--- config.mk ---
export PLATFORM = sky130hd
export DESIGN_NAME = tmc_mode_ctrl
export DESIGN_NICKNAME = d
export VERILOG_FILES = /design/src/inc/tmc_pkg.sv /design/src/rtl/tmc_mode_ctrl.sv /design/src/rtl/tmc_sync.sv /design/src/rtl/tmc_fifo.sv
export VERILOG_INCLUDE_DIRS = /design/src /design/src/inc
export SDC_FILE = /design/constraint.sdc
export NUM_CORES = 1
export LEC_CHECK = 0
export ABC_AREA = 1
export BUFFER_PORTS_ARGS = -buffer_cell sky130_fd_sc_hd__buf_4
export CAP_MARGIN = 10
export CORE_UTILIZATION = 50
export CTS_CLUSTER_SIZE = 25
export DETAILED_ROUTE_END_ITERATION = 7
export MAX_ROUTING_LAYER = met4
export PLACE_DENSITY_LB_ADDON = 0.3
export SETUP_SLACK_MARGIN = 0.05
export SLEW_MARGIN = 15
export SYNTH_ARGS = -nofsm -noshare
export SYNTH_HDL_FRONTEND = slang
export SYNTH_SLANG_ARGS = --single-unit
--- constraint.sdc ---
create_clock -name CLK_I -period 4.98 [get_ports CLK_I]
set_clock_uncertainty 0.1 [all_clocks]
set_input_delay 0.996 -clock CLK_I [delete_from_list [all_inputs] [get_ports CLK_I]]
set_output_delay 0.996 -clock CLK_I [all_outputs]
set_load 0.005 [all_outputs]
--- src/inc/tmc_defines.svh ---
// Named constants for the mode and pin controller.
// Assumes inclusion by bare name from every design file that needs them.
`ifndef TMC_DEFINES_SVH
`define TMC_DEFINES_SVH

// Field widths
`define TMC_MODE_W        3
`define TMC_DMODE_W       2
`define TMC_DEV_W         8
`define TMC_DIV_W         8

// Highest chip mode code that selects a real mode
`define TMC_MODE_MAX      3'h4

// Reset values of the applied configuration
`define TMC_DEV_RST       8'h00
`define TMC_DIV_RST       8'h00
`define TMC_REFERENCE_CLOCK_OUTPUT_RST    1'b1

// Data path buffer shape
`define TMC_FIFO_WIDTH    1
`define TMC_FIFO_DEPTH    8

`endif

--- src/inc/tmc_pkg.sv ---
// Types shared by the mode and pin controller files.
// Assumes nothing beyond a SystemVerilog compiler.
package tmc_pkg;

    // Chip operating modes, in the order of their field codes
    typedef enum logic [2:0] {
        TMC_SLEEP,
        TMC_STANDBY,
        TMC_SYNTH,
        TMC_RECEIVE,
        TMC_TRANSMIT
    } tmc_chip_mode_e;

    // Data operating modes
    typedef enum logic [1:0] {
        TMC_CONTINUOUS,
        TMC_BUFFERED,
        TMC_PACKET
    } tmc_data_mode_e;

endpackage

--- src/rtl/tmc_mode_ctrl.sv ---
// Chip operating-mode controller: block power enables, digital pin drive
// and transmit bit mapping.
// Assumes a register core on CLK_I presents staged configuration and the
// serial output bit; pins and the link clock arrive asynchronously.
`include "tmc_defines.svh"

module tmc_mode_ctrl
    import tmc_pkg::*;
#(
    parameter int FIFO_WIDTH = `TMC_FIFO_WIDTH,
    parameter int FIFO_DEPTH = `TMC_FIFO_DEPTH
)
(
    // Clock and reset
    input  wire logic                    CLK_I,
    input  wire logic                    RST_B_I,
    // Staged configuration from the register core
    input  wire logic [`TMC_MODE_W-1:0]  CFG_CHIP_MODE_I,
    input  wire logic [`TMC_DMODE_W-1:0] CFG_DATA_MODE_I,
    input  wire logic                    CFG_REFERENCE_CLOCK_OUTPUT_EN_I,
    input  wire logic [`TMC_DIV_W-1:0]   CFG_REFERENCE_CLOCK_OUTPUT_DIV_I,
    input  wire logic                    CFG_LOCK_OUT_EN_I,
    input  wire logic [`TMC_DEV_W-1:0]   CFG_DEVIATION_I,
    input  wire logic                    CFG_OOK_I,
    input  wire logic                    CFG_INT_TX_SRC_I,
    input  wire logic                    CFG_IRQ_A_EN_I,
    input  wire logic                    CFG_IRQ_A_UNMASK_I,
    input  wire logic                    CFG_IRQ_A_HIGH_I,
    input  wire logic                    CFG_IRQ_B_EN_I,
    input  wire logic                    CFG_IRQ_B_UNMASK_I,
    input  wire logic                    CFG_IRQ_B_HIGH_I,
    // Asynchronous pins
    input  wire logic                    CONFIG_PORT_SELECT_N_I,
    input  wire logic                    FIFO_PORT_SELECT_N_I,
    input  wire logic                    BIT_CLK_I,
    input  wire logic                    DATA_I,
    input  wire logic                    SYNTH_LOCK_I,
    // Same-clock sources and the FIFO ready output
    input  wire logic                    SDO_BIT_I,
    input  wire logic                    IRQ_A_EVENT_I,
    input  wire logic                    IRQ_B_EVENT_I,
    input  wire logic                    DEMOD_BIT_I,
    input  wire logic                    DEMOD_VALID_I,
    input  wire logic                    INT_TX_BIT_I,
    input  wire logic                    INT_TX_VALID_I,
    input  wire logic                    MOD_BIT_STROBE_I,
    output logic                         FIFO_IN_READY_O,
    // Block power enables and modulator controls
    output logic                         STANDBY_EN_O,
    output logic                         REFERENCE_CLOCK_OUTPUT_BLOCK_EN_O,
    output logic                         SYNTH_EN_O,
    output logic                         RX_CHAIN_EN_O,
    output logic                         TX_CHAIN_EN_O,
    output logic                         PA_EN_O,
    output logic                         PA_CHOKE_EN_O,
    output logic                         IQ_PHASE_PLUS_O,
    output logic [`TMC_DEV_W-1:0]        DEVIATION_VALUE_O,
    output logic                         SERIAL_DATA_PORT_EN_O,
    output logic [`TMC_MODE_W-1:0]       CHIP_MODE_O,
    // Serial port selection and output pin
    output logic                         CONFIG_PORT_ACTIVE_O,
    output logic                         FIFO_PORT_ACTIVE_O,
    output logic                         SDO_O,
    output logic                         SDO_OE_O,
    // Interrupt, clock, lock and data pins
    output logic                         INTERRUPT_LINE_A_O,
    output logic                         INTERRUPT_LINE_A_OE_O,
    output logic                         INTERRUPT_LINE_B_O,
    output logic                         INTERRUPT_LINE_B_OE_O,
    output logic                         REFERENCE_CLOCK_OUTPUT_O,
    output logic                         REFERENCE_CLOCK_OUTPUT_OE_O,
    output logic                         SYNTH_LOCK_OUTPUT_O,
    output logic                         SYNTH_LOCK_OUTPUT_OE_O,
    output logic                         DATA_O,
    output logic                         DATA_OE_O
);

    // Synchronised pins: selects reset high (deselected)
    logic [4:0] pins_s;
    logic       csc_n_s;
    logic       csd_n_s;
    logic       bclk_s;
    logic       data_s;
    logic       lock_s;

    tmc_sync #(
        .WIDTH   (5),
        .RST_VAL (64'h3)
    ) u_sync (
        .clk_i   (CLK_I),
        .rst_b_i (RST_B_I),
        .async_i ({SYNTH_LOCK_I, DATA_I, BIT_CLK_I,
                   FIFO_PORT_SELECT_N_I, CONFIG_PORT_SELECT_N_I}),
        .sync_o  (pins_s)
    );

    assign csc_n_s = pins_s[0];
    assign csd_n_s = pins_s[1];
    assign bclk_s  = pins_s[2];
    assign data_s  = pins_s[3];
    assign lock_s  = pins_s[4];

    // Applied configuration
    tmc_chip_mode_e             mode_q;
    tmc_data_mode_e             dmode_q;
    logic                       reference_clock_output_en_q;
    logic [`TMC_DIV_W-1:0]      div_q;
    logic                       lock_en_q;
    logic [`TMC_DEV_W-1:0]      dev_q;
    logic                       ook_q;
    logic                       int_src_q;
    logic [1:0]                 irq_en_q;
    logic [1:0]                 irq_high_q;
    logic                       csc_prev_q;
    logic                       bclk_prev_q;

    // Edge detection on synchronised levels
    wire logic cfg_apply = csc_n_s & ~csc_prev_q;
    wire logic bclk_rise = bclk_s & ~bclk_prev_q;
    wire logic bclk_fall = ~bclk_s & bclk_prev_q;

    // Unused codes above transmit fall back to sleep, the safe state
    wire logic           cfg_mode_ok = CFG_CHIP_MODE_I <= `TMC_MODE_MAX;
    wire tmc_chip_mode_e cfg_mode    = cfg_mode_ok ? tmc_chip_mode_e'(CFG_CHIP_MODE_I)
                                                   : TMC_SLEEP;
    wire logic           cfg_dmode_ok = CFG_DATA_MODE_I <= 2'h2;
    wire tmc_data_mode_e cfg_dmode    = cfg_dmode_ok ? tmc_data_mode_e'(CFG_DATA_MODE_I)
                                                     : TMC_BUFFERED;

    // Configuration is taken only when the config select is released
    always_ff @(posedge CLK_I)
    begin
        if (!RST_B_I)
        begin
            mode_q      <= TMC_SLEEP;
            dmode_q     <= TMC_CONTINUOUS;
            reference_clock_output_en_q <= `TMC_REFERENCE_CLOCK_OUTPUT_RST;
            div_q       <= `TMC_DIV_RST;
            lock_en_q   <= 1'b0;
            dev_q       <= `TMC_DEV_RST;
            ook_q       <= 1'b0;
            int_src_q   <= 1'b0;
            irq_en_q    <= 2'b00;
            irq_high_q  <= 2'b00;
        end
        else if (cfg_apply)
        begin
            mode_q      <= cfg_mode;
            dmode_q     <= cfg_dmode;
            reference_clock_output_en_q <= CFG_REFERENCE_CLOCK_OUTPUT_EN_I;
            div_q       <= CFG_REFERENCE_CLOCK_OUTPUT_DIV_I;
            lock_en_q   <= CFG_LOCK_OUT_EN_I;
            dev_q       <= CFG_DEVIATION_I;
            ook_q       <= CFG_OOK_I;
            int_src_q   <= CFG_INT_TX_SRC_I;
            irq_en_q    <= {CFG_IRQ_B_EN_I & CFG_IRQ_B_UNMASK_I,
                            CFG_IRQ_A_EN_I & CFG_IRQ_A_UNMASK_I};
            irq_high_q  <= {CFG_IRQ_B_HIGH_I, CFG_IRQ_A_HIGH_I};
        end
    end

    // Mode decode
    wire logic awake   = mode_q != TMC_SLEEP;
    wire logic synth   = (mode_q == TMC_SYNTH) | (mode_q == TMC_RECEIVE)
                       | (mode_q == TMC_TRANSMIT);
    wire logic rx      = mode_q == TMC_RECEIVE;
    wire logic tx      = mode_q == TMC_TRANSMIT;
    wire logic contin  = dmode_q == TMC_CONTINUOUS;

    // Continuous data bypasses the serial FIFO port; others never use the pin
    wire logic pin_rx   = rx & contin;
    wire logic pin_tx   = tx & contin & ~int_src_q;
    wire logic path_on  = pin_rx | tx;

    // Interrupt lines float in sleep and in slow modes with continuous data
    wire logic irq_oe   = (rx | tx) | (awake & ~contin);

    // Selection: config select has priority
    wire logic sel_cfg  = ~csc_n_s;
    wire logic sel_fifo = csc_n_s & ~csd_n_s;
    wire logic selected = ~csc_n_s | ~csd_n_s;

    // Data buffer between the pin side and the modem side
    logic                  fifo_in_valid;
    logic [FIFO_WIDTH-1:0] fifo_in_data;
    logic                  fifo_out_valid;
    logic [FIFO_WIDTH-1:0] fifo_out_data;
    logic                  fifo_out_ready;
    logic                  tx_bit_q;

    // Source: demodulator in receive, pin or internal source in transmit
    assign fifo_in_valid  = pin_rx ? DEMOD_VALID_I
                          : pin_tx ? bclk_rise
                          : tx     ? INT_TX_VALID_I
                          : 1'b0;
    assign fifo_in_data   = pin_rx ? FIFO_WIDTH'(DEMOD_BIT_I)
                          : pin_tx ? FIFO_WIDTH'(data_s)
                          : FIFO_WIDTH'(INT_TX_BIT_I);
    // Sink: pin on link clock falls in receive, modulator strobe in transmit
    assign fifo_out_ready = pin_rx ? bclk_fall
                          : tx     ? MOD_BIT_STROBE_I
                          : 1'b0;

    // Flushed outside a data path; a switch straight between the receive and transmit paths keeps stale bits
    tmc_fifo #(
        .WIDTH       (FIFO_WIDTH),
        .DEPTH       (FIFO_DEPTH)
    ) u_fifo (
        .clk_i       (CLK_I),
        .rst_b_i     (RST_B_I),
        .flush_i     (~path_on),
        .in_valid_i  (fifo_in_valid),
        .in_data_i   (fifo_in_data),
        .in_ready_o  (FIFO_IN_READY_O),
        .out_valid_o (fifo_out_valid),
        .out_data_o  (fifo_out_data),
        .out_ready_i (fifo_out_ready)
    );

    wire logic tx_take  = tx & MOD_BIT_STROBE_I & fifo_out_valid;
    wire logic rx_shift = pin_rx & bclk_fall & fifo_out_valid;

    // Reference clock divider; half period is div_q + 1 cycles
    logic [`TMC_DIV_W-1:0] div_cnt_q;
    logic                  refclk_q;
    wire logic             clk_on  = awake & reference_clock_output_en_q;
    wire logic             div_end = div_cnt_q == div_q;

    always_ff @(posedge CLK_I)
    begin
        if (!RST_B_I || !clk_on)
        begin
            div_cnt_q <= '0;
            refclk_q  <= 1'b0;
        end
        else
        begin
            div_cnt_q <= div_end ? '0 : div_cnt_q + 1'b1;
            refclk_q  <= div_end ? ~refclk_q : refclk_q;
        end
    end

    // Transmit bit and edge history
    always_ff @(posedge CLK_I)
    begin
        if (!RST_B_I)
        begin
            tx_bit_q    <= 1'b0;
            csc_prev_q  <= 1'b1;
            bclk_prev_q <= 1'b0;
        end
        else
        begin
            tx_bit_q    <= tx_take ? fifo_out_data[0] : (tx & tx_bit_q);
            csc_prev_q  <= csc_n_s;
            bclk_prev_q <= bclk_s;
        end
    end

    // Block enables and modulator controls
    always_ff @(posedge CLK_I)
    begin
        if (!RST_B_I)
        begin
            STANDBY_EN_O          <= 1'b0;
            REFERENCE_CLOCK_OUTPUT_BLOCK_EN_O     <= 1'b0;
            SYNTH_EN_O            <= 1'b0;
            RX_CHAIN_EN_O         <= 1'b0;
            TX_CHAIN_EN_O         <= 1'b0;
            PA_EN_O               <= 1'b0;
            PA_CHOKE_EN_O         <= 1'b0;
            IQ_PHASE_PLUS_O       <= 1'b0;
            DEVIATION_VALUE_O     <= `TMC_DEV_RST;
            SERIAL_DATA_PORT_EN_O <= 1'b0;
            CHIP_MODE_O           <= '0;
        end
        else
        begin
            STANDBY_EN_O          <= awake;
            REFERENCE_CLOCK_OUTPUT_BLOCK_EN_O     <= clk_on;
            SYNTH_EN_O            <= synth;
            RX_CHAIN_EN_O         <= rx;
            TX_CHAIN_EN_O         <= tx;
            PA_EN_O               <= tx & (~ook_q | tx_bit_q);
            PA_CHOKE_EN_O         <= tx & (~ook_q | tx_bit_q);
            IQ_PHASE_PLUS_O       <= tx & ~ook_q & tx_bit_q;
            DEVIATION_VALUE_O     <= dev_q;
            SERIAL_DATA_PORT_EN_O <= awake & ~contin;
            CHIP_MODE_O           <= mode_q;
        end
    end

    // Pin drive; output enables high while driving
    always_ff @(posedge CLK_I)
    begin
        if (!RST_B_I)
        begin
            CONFIG_PORT_ACTIVE_O        <= 1'b0;
            FIFO_PORT_ACTIVE_O          <= 1'b0;
            SDO_O                       <= 1'b0;
            SDO_OE_O                    <= 1'b0;
            INTERRUPT_LINE_A_O          <= 1'b0;
            INTERRUPT_LINE_A_OE_O       <= 1'b0;
            INTERRUPT_LINE_B_O          <= 1'b0;
            INTERRUPT_LINE_B_OE_O       <= 1'b0;
            REFERENCE_CLOCK_OUTPUT_O    <= 1'b0;
            REFERENCE_CLOCK_OUTPUT_OE_O <= 1'b0;
            SYNTH_LOCK_OUTPUT_O         <= 1'b0;
            SYNTH_LOCK_OUTPUT_OE_O      <= 1'b0;
            DATA_O                      <= 1'b0;
            DATA_OE_O                   <= 1'b0;
        end
        else
        begin
            CONFIG_PORT_ACTIVE_O        <= sel_cfg;
            FIFO_PORT_ACTIVE_O          <= sel_fifo & ~contin;
            SDO_O                       <= SDO_BIT_I;
            SDO_OE_O                    <= selected;
            // Idle level is the opposite of the selected active level
            INTERRUPT_LINE_A_O          <= irq_en_q[0] & IRQ_A_EVENT_I
                                           ? irq_high_q[0] : ~irq_high_q[0];
            INTERRUPT_LINE_A_OE_O       <= irq_oe;
            INTERRUPT_LINE_B_O          <= irq_en_q[1] & IRQ_B_EVENT_I
                                           ? irq_high_q[1] : ~irq_high_q[1];
            INTERRUPT_LINE_B_OE_O       <= irq_oe;
            REFERENCE_CLOCK_OUTPUT_O    <= refclk_q;
            REFERENCE_CLOCK_OUTPUT_OE_O <= clk_on;
            SYNTH_LOCK_OUTPUT_O         <= lock_s;
            SYNTH_LOCK_OUTPUT_OE_O      <= awake & lock_en_q;
            DATA_O                      <= rx_shift ? fifo_out_data[0]
                                           : (pin_rx & DATA_O);
            DATA_OE_O                   <= pin_rx;
        end
    end

endmodule

--- src/rtl/tmc_sync.sv ---
// Two flip-flop synchroniser for a group of pin inputs.
// Assumes inputs are asynchronous to clk_i; reset is synchronous, active low.
module tmc_sync
#(
    parameter int          WIDTH   = 1,
    parameter logic [63:0] RST_VAL = 64'h0
)
(
    // Clock and reset
    input  wire logic             clk_i,
    input  wire logic             rst_b_i,
    // Pins in, synchronised out
    input  wire logic [WIDTH-1:0] async_i,
    output logic      [WIDTH-1:0] sync_o
);

    logic [WIDTH-1:0] meta_q;
    logic [WIDTH-1:0] sync_q;

    generate
        if (WIDTH < 1 || WIDTH > 64)
        begin : g_bad_width
            $error("tmc_sync: WIDTH out of range");
        end
    endgenerate

    // First stage feeds only the second stage
    always_ff @(posedge clk_i)
    begin
        if (!rst_b_i)
        begin
            meta_q <= RST_VAL[WIDTH-1:0];
            sync_q <= RST_VAL[WIDTH-1:0];
        end
        else
        begin
            meta_q <= async_i;
            sync_q <= meta_q;
        end
    end

    assign sync_o = sync_q;

endmodule

--- src/rtl/tmc_fifo.sv ---
// Small FIFO with a registered output word and a registered ready flag.
// Assumes one clock; flush_i empties it in one cycle.
module tmc_fifo
#(
    parameter int WIDTH = 1,
    parameter int DEPTH = 8
)
(
    // Clock and reset
    input  wire logic             clk_i,
    input  wire logic             rst_b_i,
    input  wire logic             flush_i,
    // Fill side
    input  wire logic             in_valid_i,
    input  wire logic [WIDTH-1:0] in_data_i,
    output logic                  in_ready_o,
    // Drain side
    output logic                  out_valid_o,
    output logic      [WIDTH-1:0] out_data_o,
    input  wire logic             out_ready_i
);

    localparam int AW = (DEPTH > 1) ? $clog2(DEPTH) : 1;
    localparam int CW = AW + 1;
    localparam logic [CW-1:0] DEPTH_C = CW'(DEPTH);

    generate
        if (DEPTH < 2 || (DEPTH & (DEPTH - 1)) != 0 || WIDTH < 1)
        begin : g_bad_shape
            $error("tmc_fifo: DEPTH must be a power of two, WIDTH positive");
        end
    endgenerate

    logic [WIDTH-1:0] mem [DEPTH];
    logic [AW-1:0]    wr_ptr_q;
    logic [AW-1:0]    rd_ptr_q;
    logic [CW-1:0]    cnt_q;
    logic [CW-1:0]    cnt_d;
    logic             ready_q;
    logic             valid_q;
    logic [WIDTH-1:0] data_q;

    // Handshake decode; the output stage refills whenever it empties
    wire logic push = in_valid_i & ready_q;
    wire logic pop  = valid_q & out_ready_i;
    wire logic load = (cnt_q != '0) & (~valid_q | pop);

    assign cnt_d = cnt_q + {{(CW-1){1'b0}}, push} - {{(CW-1){1'b0}}, load};

    // Storage has no reset; only the pointers matter
    always_ff @(posedge clk_i)
    begin
        if (push)
        begin
            mem[wr_ptr_q] <= in_data_i;
        end
    end

    // Pointers, count and flags
    always_ff @(posedge clk_i)
    begin
        if (!rst_b_i || flush_i)
        begin
            wr_ptr_q <= '0;
            rd_ptr_q <= '0;
            cnt_q    <= '0;
            ready_q  <= 1'b1;
            valid_q  <= 1'b0;
        end
        else
        begin
            wr_ptr_q <= push ? wr_ptr_q + 1'b1 : wr_ptr_q;
            rd_ptr_q <= load ? rd_ptr_q + 1'b1 : rd_ptr_q;
            cnt_q    <= cnt_d;
            ready_q  <= cnt_d < DEPTH_C;  // Registered so full is never overrun
            valid_q  <= load | (valid_q & ~pop);
        end
    end

    // Registered read word
    always_ff @(posedge clk_i)
    begin
        if (load)
        begin
            data_q <= mem[rd_ptr_q];
        end
    end

    assign in_ready_o  = ready_q;
    assign out_valid_o = valid_q;
    assign out_data_o  = data_q;

endmodule

==> out/qor.csv <==
metric,value,unit
ANT cells,0,
number of global-route vias before repair,2863,
Relative slew margins,0.443,
global route total overflow,0,
critical path capture point type,register,
cell at the slowest stage of the critical path,dfxtp_1,
root buffer cell,clkbuf_8,
clk sinks,103,
top post-synthesis cells by count,"dfxtp_1 (94), nor2_1 (79), nand2_1 (64), inv_1 (55), o21ai_0 (36)",
"Seq/Total Area, Yosys",0.549,
pwr dens,305,mW/mm2
yosys warns,0,
Clock Pin Slew Worst Setup and Hold Paths,100,ps
WL/cell,11.9,um
Routed Antenna Nets,0,
met2 usage,0.323,
number of max-cap violations,0,
leakage power,2.16,nW
most frequent cell after synthesis,dfxtp_1,
GR met3 Demand/Resource,0.0581,
hold_buf cts,0,
Crit Path Class,register to register,
Cells after Synth,460,
ys flop type,dfxtp_1,
Reg power frac,0.591,
Setup TNS Final,0,ps
worst-path fanout max,4,
setup violators final,0,
die area,0.00819,mm2
Initial DRT Pass Iterations,4,
Synthesized Nets,515,
Post-CTS Resized,0,
Mapped Area,0.00392,mm2
Mean Syn Cell Area,8.52,um2
Post-CTS Repair Setup Buffers,0,
Comb pwr share,0.054,
Hold Slack,326,ps
Initial Utilization,0.529,
Inserted Clock Buffers,9,
Post-synth EDFFs,9,
Critical Path Source Type,register,
final hold violations,0,
Clk network pwr share,0.355,
Port Buf Inserts,80,
"most used cell, CP",ha_1,
clock buffer depth,2,
core box area,0.00741,mm2
Top Usage Layer GRT,met2,
Non-Filler Instances,640,
switch share,0.223,
area grow syn2layout,21.3,%
switching power,0.000324,W
crit-path cells,nand2_1 > nor2_1 > nand4_1 > a31oi_1 > ha_1 > inv_1 > ha_1 > a21o_1 > a21oi_1 > or2_2 > nand3_2 > inv_2,
routed vias,3026,
ys async rst share,0,
CTS tree,yes,
initial antenna violation count,0,
Synth Register Bits,103,
Netlist cell types,34,
IO Count,81,
Pins Over Slew Limit,0,
std cell rows,31,
Critical Path AT,2640,ps
placer congestion estimate,0.867,
HPWL after detailed placement,5540,um
Iteration-0 DRC Markers,144,
synth top area cells,"dfxtp_1 (48%), nor2_1 (7.6%), edfxtp_1 (6.9%)",
Max IR drop VDD,0.000157,V
worst slew pin tran,835,ps
Post-Route WL,7590,um
Final period util,0.496,
Die H,90.5,um
placed cell count,624,
largest net degree at the start of global routing,52,
Synth top area share,0.480,
DR vias/cell,4.73,
clock latency on the worst-skew pair,360,ps
Critical Path RT,5150,ps
status,finished clean,
share of cells above drive strength 1,0.233,
maximum clock rate,405,MHz
first-pass GRT wire length,13000,um
cell taking the most area after synthesis,dfxtp_1,
GR Util met1,0.255,
Worst path max stage delay,400,ps
fin crit period,2470,ps
die width,90.5,um
global-route usage over all layers,0.207,
RSZ-0062 raised after global routing,false,
Internal Power,0.00113,W
nets@finish,591,
DRC,0,
Min-Delay Path Class,register to register,
CTS H-tree depth,3,
## logic make-up after synthesis
family,count (synthesis),synth area share
AO/OA/AOI/OAI,61,0.0846
XOR/XNOR,14,0.0313
adder cells (fa/ha/maj),9,0.0307
buffers and inverters,79,0.0840
flip-flops,103,0.549
AND/OR/NAND/NOR,194,0.220
## per-stage QoR
stage,worst slack (ps),instance area [um2],utilization,power (W)
finish,2510,4750,0.641,0.00145
global route,2300,4750,0.641,0.00150
CTS,2550,4750,0.641,0.00146
detailed placement,2260,4560,0.615,0.000955
global placement,2310,4560,0.615,0.000953
floorplan,2480,3920,-,0.000914
## area by class of cell
cell class                 count  area [um2]
timing repair buffer          80         601
inverter                      64         243
tap                           99         124
multi-input combinational    278        1440
clock inverter                 6        67.6
sequential                   103        2150
fill                         638        2660
clock buffer                  10         128
## power by group through the flow
stage	Combinational (W)	Sequential, W	Clock (W)
3_3_place_gp	0.0000769	0.000876	0
2_1_floorplan	0.0000383	0.000875	0
4_1_cts	0.0000787	0.000857	0.000528
6_report	0.0000780	0.000857	0.000516
3_5_place_dp	0.0000785	0.000876	0
5_1_grt	0.0000888	0.000859	0.000555
## cells in the final DEF (no fill, tap or decap), types with 8 or more instances in the layout
cell,Yosys,layout
dfxtp_1,94,94
buf_4,5,80
nor2_1,79,79
nand2_1,64,64
inv_1,55,55
o21ai_0,36,36
a21oi_1,18,18
nand3_1,16,16
xnor2_1,10,10
nor3_1,9,9
clkbuf_8,0,9
edfxtp_1,9,9
inv_2,8,8
ha_1,8,8
## registers in the layout, indices dropped and copies added (netlist names), 4 cells and up
signal and count:
u_sync.sync_o 5, DEVIATION_VALUE_O 8, div_cnt_q 8, u_fifo.mem 8, div_q 8, u_sync.meta_q 5, dev_q 8, u_fifo.cnt_q 4
## critical path, delay by kind of cell (launching register included)
family,cells,cell delay [ps]
compound gates,3,450
fa+ha+maj,2,460
buf+inv,2,100
flops,1,400
simple gates,5,870
## path summary, 6_finish.rpt
path                      to              from  cells after the start  slack (ps)
min reg2reg      bclk_prev_q  u_sync.sync_o[2]                      2         330
max reg2reg  u_fifo.cnt_q[3]         mode_q[1]                     12        2510
max          u_fifo.cnt_q[3]         mode_q[1]                     12        2510
min              bclk_prev_q  u_sync.sync_o[2]                      2         330
## metal layers
metal  vias to the layer above  routed length, um
met2                        66               3610
met4                         0                116
met1                      1367               3500
met5                         -                  0
li1                       1585                  -
met3                         8                362
Power figures use the tool's default switching activity.
